`src/logic/ccm_consts.vh`:
```
// constants for the coulomb counter monitor core
// Behaviour
// - negative sense counts discharge per 3.05 uVh
// - positive sense counts charge per 3.05 uVh
// - active time counter ticks 4096 per hour
// - both time counters 16 bits, wrap past ffff
// - time rollover sets slow flag, 1/256 rate
// - self-discharge hourly at 25C, doubles per 10C
// - sleep command plus quiet sense stops acquisition; with wake threshold field 0 the command alone does
// - asleep, timebase keeps running to update self-discharge
// - any serial line edge ends sleep
// - 3-bit wake threshold field selects quiet level
// - normal all run, sleep self-discharge, hibernate none
// - power-on reset enters hibernate, release exits
// - sense offset removed automatically and continuously
// - host writes 1 in clear register to zero counter
// - clear bit returns to zero when done
// - clearing time counter drops slow flag, default rate
// - die temperature in kelvin in high/low pair
// - 11-bit voltage, 3 bits high, 8 bits low
// - voltage high bits 7..3 hold sign-magnitude offset
// - 128 byte locations: rom, ram, flash, specials
`ifndef CCM_CONSTS_VH
`define CCM_CONSTS_VH
`define CCM_CLK_NS 20
`define CCM_TICK_NS 878906250
`define CCM_SAMPLE_HZ 1024
`define CCM_QUANT_UVH_X100 305
`define CCM_SLOW_DIV 8'hFF
`define CCM_CNT_MAX 16'hFFFF
`define CCM_SD_BASE 16'h0200
`define CCM_CMD_SLEEP 8'hF6
`define CCM_ERASED 8'hFF
`define CCM_WOE1_UV 19'h0_0DBC
`define CCM_WOE2_UV 19'h0_06DE
`define CCM_WOE3_UV 19'h0_0494
`define CCM_WOE4_UV 19'h0_036F
`define CCM_WOE5_UV 19'h0_02BF
`define CCM_WOE6_UV 19'h0_024A
`define CCM_WOE7_UV 19'h0_01F6
`define CCM_K_55C 11'h148
`define CCM_K_45C 11'h13E
`define CCM_K_35C 11'h134
`define CCM_K_25C 11'h12A
`define CCM_K_15C 11'h120
`define CCM_K_5C 11'h116
`define CCM_A_RAM_TOP 7'h1F
`define CCM_A_FLASH_TOP 7'h5F
`define CCM_A_TEMPL 7'h60
`define CCM_A_TEMPH 7'h61
`define CCM_A_FCMD 7'h62
`define CCM_A_CLR 7'h63
`define CCM_A_MODE 7'h64
`define CCM_A_CTCL 7'h65
`define CCM_A_CTCH 7'h66
`define CCM_A_DTCL 7'h67
`define CCM_A_DTCH 7'h68
`define CCM_A_SCRL 7'h69
`define CCM_A_SCRH 7'h6A
`define CCM_A_CCRL 7'h6B
`define CCM_A_CCRH 7'h6C
`define CCM_A_DCRL 7'h6D
`define CCM_A_DCRH 7'h6E
`define CCM_A_FPD 7'h6F
`define CCM_A_FPA 7'h70
`define CCM_A_CELL_VOLTAGE_LOW 7'h71
`define CCM_A_CELL_VOLTAGE_HIGH_OFFSET 7'h72
`define CCM_A_RSV_TOP 7'h77
`define CCM_CLR_DCR 0
`define CCM_CLR_CCR 1
`define CCM_CLR_SCR 2
`define CCM_CLR_DTC 3
`define CCM_CLR_CTC 4
`define CCM_MODE_POR 0
`define CCM_MODE_SLD 4
`define CCM_MODE_SLC 5
`endif

```
`src/logic/ccm_core.v`:
```
// coulomb counter monitor core: counters, power states, register space
`include "ccm_consts.vh"
`default_nettype none
module ccm_core #(
   parameter [31:0] TICK_CYCLES = `CCM_TICK_NS / `CCM_CLK_NS,
   parameter [31:0] QUANTUM = `CCM_QUANT_UVH_X100 * 36 * `CCM_SAMPLE_HZ,
   parameter [7:0] ID_DEVICE = 8'h5A, // arbitrary value
   parameter [7:0] ID_GAIN = 8'h00,
   parameter [39:0] ID_RANDOM = 40'h00_0000_0000 // arbitrary value
) (
   input wire clk,
   input wire reset,
   input wire por_in,
   input wire single_wire_serial_line,
   input wire [17:0] sense_sample,
   input wire sense_valid,
   input wire [17:0] sense_zero,
   input wire sense_zero_valid,
   input wire [10:0] cell_voltage_input,
   input wire [4:0] cell_voltage_ofs,
   input wire cell_voltage_valid,
   input wire [10:0] die_temp_in,
   input wire die_temp_valid,
   input wire [6:0] reg_addr,
   input wire reg_wr,
   input wire [7:0] reg_wdata,
   input wire reg_rd,
   output reg [7:0] reg_rdata,
   output reg in_sleep,
   output reg in_hibernate
);
   localparam [3:0] ST_NORM = 4'b0001;
   localparam [3:0] ST_PEND = 4'b0010;
   localparam [3:0] ST_SLEEP = 4'b0100;
   localparam [3:0] ST_HIB = 4'b1000;

   reg [3:0] state_r;
   reg [3:0] state_nxt;
   reg [2:0] wsync_r;
   reg [2:0] psync_r;
   reg wire_st_r;
   reg por_st_r;
   reg [17:0] offset_r;
   reg [31:0] dacc_r;
   reg [31:0] cacc_r;
   reg [15:0] dcount_r;
   reg [15:0] ccount_r;
   reg [15:0] sdcount_r;
   reg [15:0] dtime_r;
   reg [15:0] ctime_r;
   reg [7:0] ddiv_r;
   reg [7:0] cdiv_r;
   reg [15:0] sddiv_r;
   reg [31:0] tick_cnt_r;
   reg tick_r;
   reg dis_act_r;
   reg chg_act_r;
   reg quiet_r;
   reg [4:0] clr_r;
   reg [7:0] mode_r;
   reg [7:0] fcmd_r;
   reg [7:0] fpa_r;
   reg [7:0] fpd_r;
   reg [10:0] volt_r;
   reg [4:0] vofs_r;
   reg [10:0] temp_r;
   reg [7:0] ram_r [0:31];
   reg [18:0] woe_thr;
   reg [2:0] sd_shift;
   reg [7:0] rd_nxt;

   wire wire_edge = (wsync_r[1] == wsync_r[2]) && (wsync_r[2] != wire_st_r);
   wire por_next = (psync_r[1] == psync_r[2]) ? psync_r[2] : por_st_r;
   wire run_main = state_r[0] | state_r[1];
   wire run_sd = run_main | state_r[2];
   wire wr_fcmd = reg_wr && (reg_addr == `CCM_A_FCMD);
   wire wr_clr = reg_wr && (reg_addr == `CCM_A_CLR);
   wire wr_mode = reg_wr && (reg_addr == `CCM_A_MODE);
   wire signed [18:0] diff = {sense_sample[17], sense_sample} - {offset_r[17], offset_r};
   wire [18:0] mag = diff[18] ? (~diff + 19'h0_0001) : diff;
   wire [31:0] dsum = dacc_r + {13'h0000, mag};
   wire [31:0] csum = cacc_r + {13'h0000, mag};
   wire [15:0] sd_period = `CCM_SD_BASE << sd_shift;
   wire d_step = tick_r && run_main && dis_act_r &&
      (!mode_r[`CCM_MODE_SLD] || ddiv_r == `CCM_SLOW_DIV);
   wire c_step = tick_r && run_main && chg_act_r &&
      (!mode_r[`CCM_MODE_SLC] || cdiv_r == `CCM_SLOW_DIV);

   // wake threshold lookup, sense units of 1 uV
   always @* begin
      case (mode_r[3:1])
         3'h1: woe_thr = `CCM_WOE1_UV;
         3'h2: woe_thr = `CCM_WOE2_UV;
         3'h3: woe_thr = `CCM_WOE3_UV;
         3'h4: woe_thr = `CCM_WOE4_UV;
         3'h5: woe_thr = `CCM_WOE5_UV;
         3'h6: woe_thr = `CCM_WOE6_UV;
         3'h7: woe_thr = `CCM_WOE7_UV;
         default: woe_thr = 19'h0_0000;
      endcase
   end

   // self-discharge period in ticks: 4096 at 25C, halves per 10C up
   always @* begin
      if (temp_r >= `CCM_K_55C) begin
         sd_shift = 3'd0;
      end else if (temp_r >= `CCM_K_45C) begin
         sd_shift = 3'd1;
      end else if (temp_r >= `CCM_K_35C) begin
         sd_shift = 3'd2;
      end else if (temp_r >= `CCM_K_25C) begin
         sd_shift = 3'd3;
      end else if (temp_r >= `CCM_K_15C) begin
         sd_shift = 3'd4;
      end else if (temp_r >= `CCM_K_5C) begin
         sd_shift = 3'd5;
      end else begin
         sd_shift = 3'd6;
      end
   end

   always @* begin
      state_nxt = state_r;
      case (state_r)
         ST_NORM: begin
            if (wr_fcmd && reg_wdata == `CCM_CMD_SLEEP) begin
               state_nxt = ST_PEND;
            end
         end
         ST_PEND: begin
            if (wire_edge) begin
               state_nxt = ST_NORM;
            end else if (mode_r[3:1] == 3'h0 || quiet_r) begin
               state_nxt = ST_SLEEP;
            end
         end
         ST_SLEEP: begin
            if (wire_edge) begin
               state_nxt = ST_NORM;
            end
         end
         ST_HIB: begin
            if (!por_st_r) begin
               state_nxt = ST_NORM;
            end
         end
         default: state_nxt = ST_HIB;
      endcase
      if (por_st_r) begin
         state_nxt = ST_HIB;
      end
   end

   always @(posedge clk or posedge reset) begin
      if (reset) begin
         state_r <= ST_HIB;
         wsync_r <= 3'b111;
         psync_r <= 3'b111;
         wire_st_r <= 1'b1;
         por_st_r <= 1'b1;
         in_sleep <= 1'b0;
         in_hibernate <= 1'b1;
      end else begin
         state_r <= state_nxt;
         wsync_r <= {wsync_r[1:0], single_wire_serial_line};
         psync_r <= {psync_r[1:0], por_in};
         if (wsync_r[1] == wsync_r[2]) begin
            wire_st_r <= wsync_r[2];
         end
         por_st_r <= por_next;
         in_sleep <= state_nxt[2];
         in_hibernate <= state_nxt[3];
      end
   end

   // timebase: one tick per 1/4096 hour, stopped in hibernate
   always @(posedge clk or posedge reset) begin
      if (reset) begin
         tick_cnt_r <= 32'h0000_0000;
         tick_r <= 1'b0;
      end else if (!run_sd) begin
         tick_cnt_r <= 32'h0000_0000;
         tick_r <= 1'b0;
      end else if (tick_cnt_r == TICK_CYCLES - 32'h0000_0001) begin
         tick_cnt_r <= 32'h0000_0000;
         tick_r <= 1'b1;
      end else begin
         tick_cnt_r <= tick_cnt_r + 32'h0000_0001;
         tick_r <= 1'b0;
      end
   end

   // charge integration with offset removal
   always @(posedge clk or posedge reset) begin
      if (reset) begin
         offset_r <= 18'h0_0000;
         dacc_r <= 32'h0000_0000;
         cacc_r <= 32'h0000_0000;
         dcount_r <= 16'h0000;
         ccount_r <= 16'h0000;
         dis_act_r <= 1'b0;
         chg_act_r <= 1'b0;
         quiet_r <= 1'b0;
      end else begin
         if (sense_zero_valid) begin
            offset_r <= sense_zero;
         end
         if (sense_valid) begin
            dis_act_r <= diff[18];
            chg_act_r <= !diff[18] && (diff != 19'h0_0000);
            quiet_r <= mag < woe_thr;
         end
         if (sense_valid && run_main && diff[18]) begin
            if (dsum >= QUANTUM) begin
               dacc_r <= dsum - QUANTUM;
               dcount_r <= dcount_r + 16'h0001;
            end else begin
               dacc_r <= dsum;
            end
         end
         if (sense_valid && run_main && !diff[18]) begin
            if (csum >= QUANTUM) begin
               cacc_r <= csum - QUANTUM;
               ccount_r <= ccount_r + 16'h0001;
            end else begin
               cacc_r <= csum;
            end
         end
         if (clr_r[`CCM_CLR_DCR]) begin
            dcount_r <= 16'h0000;
            dacc_r <= 32'h0000_0000;
         end
         if (clr_r[`CCM_CLR_CCR]) begin
            ccount_r <= 16'h0000;
            cacc_r <= 32'h0000_0000;
         end
      end
   end

   // time and self-discharge counters, mode and clear registers
   always @(posedge clk or posedge reset) begin
      if (reset) begin
         dtime_r <= 16'h0000;
         ctime_r <= 16'h0000;
         ddiv_r <= 8'h00;
         cdiv_r <= 8'h00;
         sdcount_r <= 16'h0000;
         sddiv_r <= 16'h0000;
         clr_r <= 5'h00;
         mode_r <= 8'h00;
         fcmd_r <= 8'h00;
         fpa_r <= 8'h00;
         fpd_r <= 8'h00;
      end else begin
         clr_r <= wr_clr ? reg_wdata[4:0] : 5'h00;
         if (wr_mode) begin
            mode_r[7:6] <= reg_wdata[7:6];
            mode_r[3:1] <= reg_wdata[3:1];
            if (!reg_wdata[`CCM_MODE_POR]) begin
               mode_r[`CCM_MODE_POR] <= 1'b0;
            end
         end
         if (state_r[3] && !por_st_r) begin
            mode_r[`CCM_MODE_POR] <= 1'b1;
         end
         if (wr_fcmd) begin
            fcmd_r <= reg_wdata;
         end
         if (reg_wr && reg_addr == `CCM_A_FPA) begin
            fpa_r <= reg_wdata;
         end
         if (reg_wr && reg_addr == `CCM_A_FPD) begin
            fpd_r <= reg_wdata;
         end
         if (tick_r && run_main && dis_act_r) begin
            ddiv_r <= ddiv_r + 8'h01;
         end
         if (tick_r && run_main && chg_act_r) begin
            cdiv_r <= cdiv_r + 8'h01;
         end
         if (clr_r[`CCM_CLR_DTC]) begin
            dtime_r <= 16'h0000;
            ddiv_r <= 8'h00;
            mode_r[`CCM_MODE_SLD] <= 1'b0;
         end else if (d_step) begin
            dtime_r <= dtime_r + 16'h0001;
         end
         if (clr_r[`CCM_CLR_CTC]) begin
            ctime_r <= 16'h0000;
            cdiv_r <= 8'h00;
            mode_r[`CCM_MODE_SLC] <= 1'b0;
         end else if (c_step) begin
            ctime_r <= ctime_r + 16'h0001;
         end
         if (d_step && dtime_r == `CCM_CNT_MAX) begin
            mode_r[`CCM_MODE_SLD] <= 1'b1;
         end
         if (c_step && ctime_r == `CCM_CNT_MAX) begin
            mode_r[`CCM_MODE_SLC] <= 1'b1;
         end
         if (clr_r[`CCM_CLR_SCR]) begin
            sdcount_r <= 16'h0000;
            sddiv_r <= 16'h0000;
         end else if (tick_r && run_sd) begin
            if (sddiv_r + 16'h0001 >= sd_period) begin
               sddiv_r <= 16'h0000;
               sdcount_r <= sdcount_r + 16'h0001;
            end else begin
               sddiv_r <= sddiv_r + 16'h0001;
            end
         end
      end
   end

   // converter results; ram keeps contents through hibernate
   always @(posedge clk or posedge reset) begin
      if (reset) begin
         volt_r <= 11'h000;
         vofs_r <= 5'h00;
         temp_r <= `CCM_K_25C;
      end else begin
         if (cell_voltage_valid && !state_r[3]) begin
            volt_r <= cell_voltage_input;
            vofs_r <= cell_voltage_ofs;
         end
         if (die_temp_valid && !state_r[3]) begin
            temp_r <= die_temp_in;
         end
      end
   end

   always @(posedge clk) begin
      if (reg_wr && reg_addr <= `CCM_A_RAM_TOP) begin
         ram_r[reg_addr[4:0]] <= reg_wdata;
      end
   end

   // read decode over the 128-location space
   always @* begin
      rd_nxt = 8'h00;
      if (reg_addr <= `CCM_A_RAM_TOP) begin
         rd_nxt = ram_r[reg_addr[4:0]];
      end else if (reg_addr <= `CCM_A_FLASH_TOP) begin
         rd_nxt = `CCM_ERASED;
      end else if (reg_addr == `CCM_A_TEMPL) begin
         rd_nxt = temp_r[7:0];
      end else if (reg_addr == `CCM_A_TEMPH) begin
         rd_nxt = {5'h00, temp_r[10:8]};
      end else if (reg_addr == `CCM_A_FCMD) begin
         rd_nxt = fcmd_r;
      end else if (reg_addr == `CCM_A_CLR) begin
         rd_nxt = {3'h0, clr_r};
      end else if (reg_addr == `CCM_A_MODE) begin
         rd_nxt = {mode_r[7], state_r[0], mode_r[5:0]};
      end else if (reg_addr == `CCM_A_CTCL) begin
         rd_nxt = ctime_r[7:0];
      end else if (reg_addr == `CCM_A_CTCH) begin
         rd_nxt = ctime_r[15:8];
      end else if (reg_addr == `CCM_A_DTCL) begin
         rd_nxt = dtime_r[7:0];
      end else if (reg_addr == `CCM_A_DTCH) begin
         rd_nxt = dtime_r[15:8];
      end else if (reg_addr == `CCM_A_SCRL) begin
         rd_nxt = sdcount_r[7:0];
      end else if (reg_addr == `CCM_A_SCRH) begin
         rd_nxt = sdcount_r[15:8];
      end else if (reg_addr == `CCM_A_CCRL) begin
         rd_nxt = ccount_r[7:0];
      end else if (reg_addr == `CCM_A_CCRH) begin
         rd_nxt = ccount_r[15:8];
      end else if (reg_addr == `CCM_A_DCRL) begin
         rd_nxt = dcount_r[7:0];
      end else if (reg_addr == `CCM_A_DCRH) begin
         rd_nxt = dcount_r[15:8];
      end else if (reg_addr == `CCM_A_FPD) begin
         rd_nxt = fpd_r;
      end else if (reg_addr == `CCM_A_FPA) begin
         rd_nxt = fpa_r;
      end else if (reg_addr == `CCM_A_CELL_VOLTAGE_LOW) begin
         rd_nxt = volt_r[7:0];
      end else if (reg_addr == `CCM_A_CELL_VOLTAGE_HIGH_OFFSET) begin
         rd_nxt = {vofs_r, volt_r[10:8]};
      end else if (reg_addr <= `CCM_A_RSV_TOP) begin
         rd_nxt = 8'h00;
      end else begin
         case (reg_addr[2:0])
            3'h0: rd_nxt = ID_RANDOM[7:0];
            3'h1: rd_nxt = ID_GAIN;
            3'h2: rd_nxt = ID_RANDOM[15:8];
            3'h3: rd_nxt = ID_RANDOM[23:16];
            3'h4: rd_nxt = ID_RANDOM[31:24];
            3'h5: rd_nxt = ID_RANDOM[39:32];
            3'h6: rd_nxt = 8'h00;
            default: rd_nxt = ID_DEVICE;
         endcase
      end
   end

   always @(posedge clk or posedge reset) begin
      if (reset) begin
         reg_rdata <= 8'h00;
      end else if (reg_rd) begin
         reg_rdata <= rd_nxt;
      end
   end
endmodule // ccm_core
`default_nettype wire

```
`config.mk`:
```
export PLATFORM = sky130hd
export DESIGN_NAME = ccm_core
export DESIGN_NICKNAME = d
export VERILOG_FILES = /design/src/logic/ccm_core.v
export VERILOG_INCLUDE_DIRS = /design/src /design/src/logic
export SDC_FILE = /design/constraint.sdc
export NUM_CORES = 1
export LEC_CHECK = 0
export BUFFER_PORTS_ARGS = -buffer_cell sky130_fd_sc_hd__buf_2
export CORE_MARGIN = 4
export CORE_UTILIZATION = 40
export DETAILED_ROUTE_END_ITERATION = 16
export PLACE_DENSITY_LB_ADDON = 0.25
export SYNTH_ARGS = -nofsm -noshare
export SYNTH_HDL_FRONTEND = slang
export SYNTH_SLANG_ARGS = --single-unit
```
`constraint.sdc`:
```
create_clock -name clk -period 13 [get_ports clk]
set_input_delay 2.6 -clock clk [delete_from_list [all_inputs] [get_ports clk]]
set_output_delay 2.6 -clock clk [all_outputs]
set_load 0.01 [all_outputs]
```
# [After elaboration in Yosys (flattened, before gate mapping)]
# Memory sizes are Yosys's and may differ from the RTL's.
# Cells that the tools add are included.
[op_classes] n_addsub=15 magnitude_cmp=13 eq_ne=49 shift=1 mux=77 n_bitwise=3 n_reduce_logical=53
[ops] cell="two-way mux 16 bit" count=16
[ops] cell="two-way mux 32 bit" count=8
[ops] cell="two-way mux 8 bit" count=25
[ops] cell="equality test 7 bit (second input constant)" count=19
[ops] cell="adder 16 x 1 -> 16 bit (second input constant)" count=6
[ops] cell="case mux 12 bit (7 select lines)" count=1
[ops] cell=">= comparator 11 x 9 -> 1 bit (second input constant)" count=6
[ops] cell="adder 32 x 19 -> 32 bit" count=2
[ops] cell=">= comparator 32 x 24 -> 1 bit (second input constant)" count=2
[ops] cell="subtractor 32 x 24 -> 32 bit (second input constant)" count=2
[ops] cell="adder 32 x 1 -> 32 bit (second input constant)" count=1
[ops] cell="equality test 16 bit (second input constant)" count=2
[ops] cell="equality test 32 x 26 -> 1 bit (second input constant)" count=1
[ops] cell="nonzero test 2 bit" count=13
[ops] cell="equality test 8 bit (second input constant)" count=3
[ops] cell="logical AND 1 bit" count=23
[ops] cell="equality test 3 bit (second input constant)" count=7
[ops] cell="two-way mux 4 bit" count=5
[ops] cell="adder 19 x 1 -> 19 bit (second input constant)" count=1
[ops] cell="< comparator 19 bit" count=1
[ops] cell="two-way mux 19 bit" count=1
[ops] cell="NOT 19 bit" count=1
[ops] cell="nonzero test 19 bit" count=1
[ops] cell="subtractor 18 x 18 -> 19 bit" count=1
[ops] cell="other kinds (29)" count=63
[totals] reg_bits=316 ram_bits=256 in_bits=88 out_inout_bits=10 elab_cells=248 n_memories=1
[memory_table] name="ram_r" words=32 word_bits=8 read_ports=1 rd_ports_with_merged_regs=0 write_ports=1 line="ccm_core.v:67" source="reg [7:0] ram_r [0:31];"

# [Longest topological paths before layout]
[logic_depth] ltp_word=25 depth_mapped=37 mapped_depth_nobuf=34

# [Least setup slack after synthesis]
# OpenSTA, ideal clock, no wires.
[synth_path] kind="in2reg" start="input sense_sample[0]" end="register cacc_r[25]" setup_time_ps=125 arrival_ps=8846 required_time_ps=12875 setup_slack_ps=4029 cell_stages=34 path_buffers=3 cell_sequence="inv_1 > ha_1 > inv_1 > fa_1 > a21o_1 > a21boi_0 > nor3_1 > o21bai_1 > a21oi_1 > o21ai_0 > nand3_1 > o21a_1 > clkbuf_1 > clkbuf_1 > a31oi_1 > xor2_1 > ha_1 > o21ai_0 > nor2_1 > o41a_1 > o311a_1 > o21a_1 > or2_2 > ha_1 > a21bo_2 > a41oi_1 > nor4b_2 > a21oi_1 > o221ai_4 > or2_4 > buf_6 > nand2_1 > o31ai_1 > mux2_2"
[synth_between] elab_chain_len=9 word_cells_on_any_way=13 cone_classes="4 x add/sub; 1 x order compare; 4 x mux; 1 x bitwise; 3 x reduce/logical"
[synth_rtl] item="start, declared" line="ccm_core.v:15" source="input wire [17:0] sense_sample,"
[synth_rtl] item="subtractor 18 x 18 -> 19 bit (*)" line="ccm_core.v:79" source="wire signed [18:0] diff = {sense_sample[17], sense_sample} - {offset_r[17], offset_r};"
[synth_rtl] item="NOT 19 bit" line="ccm_core.v:80" source="wire [18:0] mag = diff[18] ? (~diff + 19'h0_0001) : diff;"
[synth_rtl] item="adder 19 x 1 -> 19 bit" line="ccm_core.v:80"
[synth_rtl] item="two-way mux 19 bit" line="ccm_core.v:80"
[synth_rtl] item="adder 32 x 19 -> 32 bit" line="ccm_core.v:82" source="wire [31:0] csum = cacc_r + {13'h0000, mag};"
[synth_rtl] item="subtractor 32 x 24 -> 32 bit / >= comparator 32 x 24 -> 1 bit (equally long branches)" line="ccm_core.v:223, ccm_core.v:222"
[synth_rtl] item="two-way mux 32 bit" line="ccm_core.v:222" source="if (csum >= QUANTUM) begin"
[synth_rtl] item="two-way mux 32 bit" line="ccm_core.v:221" source="if (sense_valid && run_main && !diff[18]) begin"
[synth_rtl] item="two-way mux 32 bit" line="ccm_core.v:233" source="if (clr_r[`CCM_CLR_CCR]) begin"
[synth_rtl] item="end signal, assigned" line="ccm_core.v:223" source="cacc_r <= csum - QUANTUM;"
[synth_rtl] item="end signal, assigned" line="ccm_core.v:226" source="cacc_r <= csum;"
[synth_rtl] item="end, declared" line="ccm_core.v:45" source="reg [31:0] cacc_r;"
# Every way passes the cells marked *; elsewhere a longest branch is shown, timed or not. The select of a mux whose other input is x is not followed.
# A chain may end at the register's enable or synchronous reset.

# [Worst setup path in the final report]
[layout_path] start="input sense_sample[0]" end="register cacc_r[21]"
# Same word-level chain as after synthesis.

==> impl_metrics.tcl <==
set metrics [dict create \
    status "finished, final reports clean" \
    grt_util_all_layers_pct 20.4 \
    min_period_ns 10.38 \
    ir_drop_mv 0.134 \
    root_buffer "clkbuf_16" \
    hold_end "psync_r[1]$_DFF_PP1_" \
    grt_max_degree 98 \
    critPathMaxFanout 18 \
    clk_latency_ns 0.63 \
    die_h_um 286 \
    finalClockSkew_ns 0.0310 \
    final_antenna_net_count 0 \
    io_pins 98 \
    cts_sinks 569 \
    yosysTopAreaCell "edfxtp_1" \
    synthFlopType "dfrtp_1" \
    port_buffers 97 \
    slowest_stage "nor2_2" \
    ys_seq_area_share_pct 50.1 \
    worstPathArrival_ns 10.88 \
    ys_types 97 \
    ys_seq_elements 569 \
    tritoncts "yes" \
    hold_violations 0 \
    cts_max_level 3 \
    yosysMostFrequentCell "dfrtp_1" \
    crit_path_start_kind "primary input" \
    cts-resized-gates 0 \
    grt-ovfl-total 0 \
    crit_path_end_kind "flop" \
    dr.pass1.iters 6 \
    vias_per_cell 5.78 \
    drt_iter0_drc 2262 \
    crit_type "primary input to flop" \
    core_um2 76300 \
    setup-violations-final 0 \
    postSynthCellCount 2856 \
    cts-buffers-inserted 67 \
    finalCritPeriodShare_pct 79.8 \
    grt_pass1_vias 23129 \
    yosys_warnings 0 \
    std_cell_rows 101 \
    hold_path_depth 0 \
    rsz0062_at_grt "no" \
    final_layout_size_suffix_gt1_share_pct 14.6 \
    p_leak_uw 0.0136 \
    syn_nets 3040 \
    hp-class "flop to flop" \
    clk_path_buf_depth 3 \
    nets 3118 \
    syn_area_um2 31000 \
    rr_startpoint "offset_r[0]$_DFFE_PP0P_" \
    design_area_um2 34900 \
    required_ns 13.50 \
    reg2reg_to "cacc_r[21]$_DFFE_PP0P_" \
    avgSynthCellArea_um2 10.8 \
    synth_top_area_share_pct 24.8 \
    antenna_found_initial 2 \
    ys_top_cells_by_count "dfrtp_1 (300), nor2_1 (298), edfxtp_1 (256)" \
    seq_area_um2 15500 \
    place.gp.congestion 0.905 \
    initial_core_util_pct 40.6 \
    slew_violations 0 \
    multi_input_area_um2 14700 \
    area_growth_pct 12.6 \
    max_freq_mhz 96.4 \
    drc 0 \
    max_stage_delay_ns 0.86 \
    worst_pin_slew_ns 1.14 \
    r2r_cells 27 \
    dieWidth_um 286 \
    vias 23187 \
    postCtsSetupRepairBufs 0 \
    hpwl_mm 58.6 \
    yosys-top-cells-area "edfxtp_1 (25%), dfrtp_1 (24%), mux4_2 (5.8%)" \
    clkTransAtPathRegs_ns 0.06 \
    power_density_nw_per_um2 196 \
    reg2reg_slack_ns 4.39 \
    tns_ns 0 \
    routed_wl_mm 84.4 \
    grt_pass1_wl_mm 133 \
    synth_edf_count 256 \
    min_from "psync_r[0]$_DFF_PP1_" \
    async_flop_share_pct 55.0 \
    fill_cells 7066 \
    wire_per_inst_um 21.0 \
    place_area_um2 32500 \
    relSlewSlack_pct 23.5 \
    cap_violations 0 \
    die-area_um2 82000 \
    hold_buffers 0 \
]
state kept, by name (all words and copies together) (netlist names), 16 cells and up:
signal / count
tick_cnt_r: 32
dacc_r: 32
cacc_r: 32
ctime_r: 16
sdcount_r: 16
dtime_r: 16
ram_r: 256
offset_r: 18
sddiv_r: 16
ccount_r: 16
dcount_r: 16
where the power goes:
part	switching, uW	total [uW]	internal (uW)
clock network	812	1990	1170
registers	223	2290	2060
logic	1570	2580	1010
layout by cell type, fill, tap and decap left out, drive strengths merged, types with 18 or more instances in the layout:
master | Yosys | layout
nor3 | 83 | 83
inv | 71 | 74
a211oi | 37 | 37
o21a | 25 | 25
clkinv | 0 | 24
or2 | 18 | 18
nor4 | 19 | 19
xnor2 | 102 | 102
a21o | 19 | 19
nand2 | 255 | 255
nand4 | 52 | 52
or3 | 50 | 50
and2 | 22 | 22
o21ai | 167 | 167
a21oi | 149 | 149
xor2 | 112 | 112
clkbuf | 92 | 81
mux4 | 80 | 80
nand3 | 92 | 92
nor2 | 301 | 301
and3 | 51 | 51
mux2i | 29 | 29
dfrtp | 300 | 300
mux2 | 64 | 64
nor2b | 21 | 21
a22oi | 20 | 20
ha | 93 | 93
buf | 31 | 132
edfxtp | 256 | 256
per-layer routing:
| layer | share of wire (%) | up-vias | GRT usage (%) |
|---|---|---|---|
| li1 | - | 10711 | - |
| met1 | 44 | 11615 | 28.4 |
| met2 | 46 | 714 | 32.3 |
| met3 | 7.1 | 145 | 4.32 |
| met4 | 2.8 | 2 | 5.82 |
| met5 | 0.024 | - | 0 |
worst max-delay path, delay by kind of cell:
family / cells / cell delay (ns)
buf+inv: 3 / 0.21
mux: 1 / 0.37
compound gates: 11 / 3.09
xor+xnor: 2 / 0.64
simple gates: 9 / 2.98
fa+ha+maj: 3 / 0.99
logic make-up after synthesis:
logic type	after synthesis	synth area share (%)
AND/OR/NAND/NOR	1026	16.1
adder cells (fa/ha/maj)	98	4.01
XOR/XNOR	214	6.05
multiplexers	173	9.08
buffers and inverters	194	2.45
AO/OA/AOI/OAI	582	12.2
flip-flops	569	50.1
per-stage QoR:
stage          total power, uW  cells  hold slack (ns)  utilization (%)  setup slack (ns)
2_1_floorplan             4190   2856            0.345                -              1.76
3_3_place_gp              4810   3894            0.355             42.6              2.24
3_5_place_dp              4850   3894            0.355             42.6              2.04
4_1_cts                   6860   4013            0.364             45.7              2.68
5_1_grt                   7270   4014            0.362             45.7              2.14
6_report                  6850   4015            0.358             45.7              2.62
cell type report:
type | count | share of cell area, %
Sequential cell | 569 | 44.5
Inverter | 71 | 0.785
Tap cell | 1030 | 3.69
Clock buffer | 81 | 5.07
Antenna cell | 1 | 0.00717
Clock inverter | 38 | 1.68
Timing Repair Buffer | 132 | 2.15
Multi-Input combinational cell | 2093 | 42.1
how the worst max path moves through the flow:
| stage | start | endpoint | slack [ns] | cells after the start |
|---|---|---|---|---|
| after CTS | sense_sample[0] | cacc_r[21]$_DFFE_PP0P_ | 2.68 | 29 |
| after global placement | sense_sample[0] | cacc_r[21]$_DFFE_PP0P_ | 2.24 | 29 |
| after detailed placement | sense_sample[0] | cacc_r[21]$_DFFE_PP0P_ | 2.04 | 29 |
| after global routing | sense_sample[0] | cacc_r[21]$_DFFE_PP0P_ | 2.14 | 29 |
| final | sense_sample[0] | cacc_r[21]$_DFFE_PP0P_ | 2.62 | 29 |
| after floorplan | reset | cacc_r[0]$_DFFE_PP0P_ | 1.76 | 1 |
(Power assumes the default switching activity.)
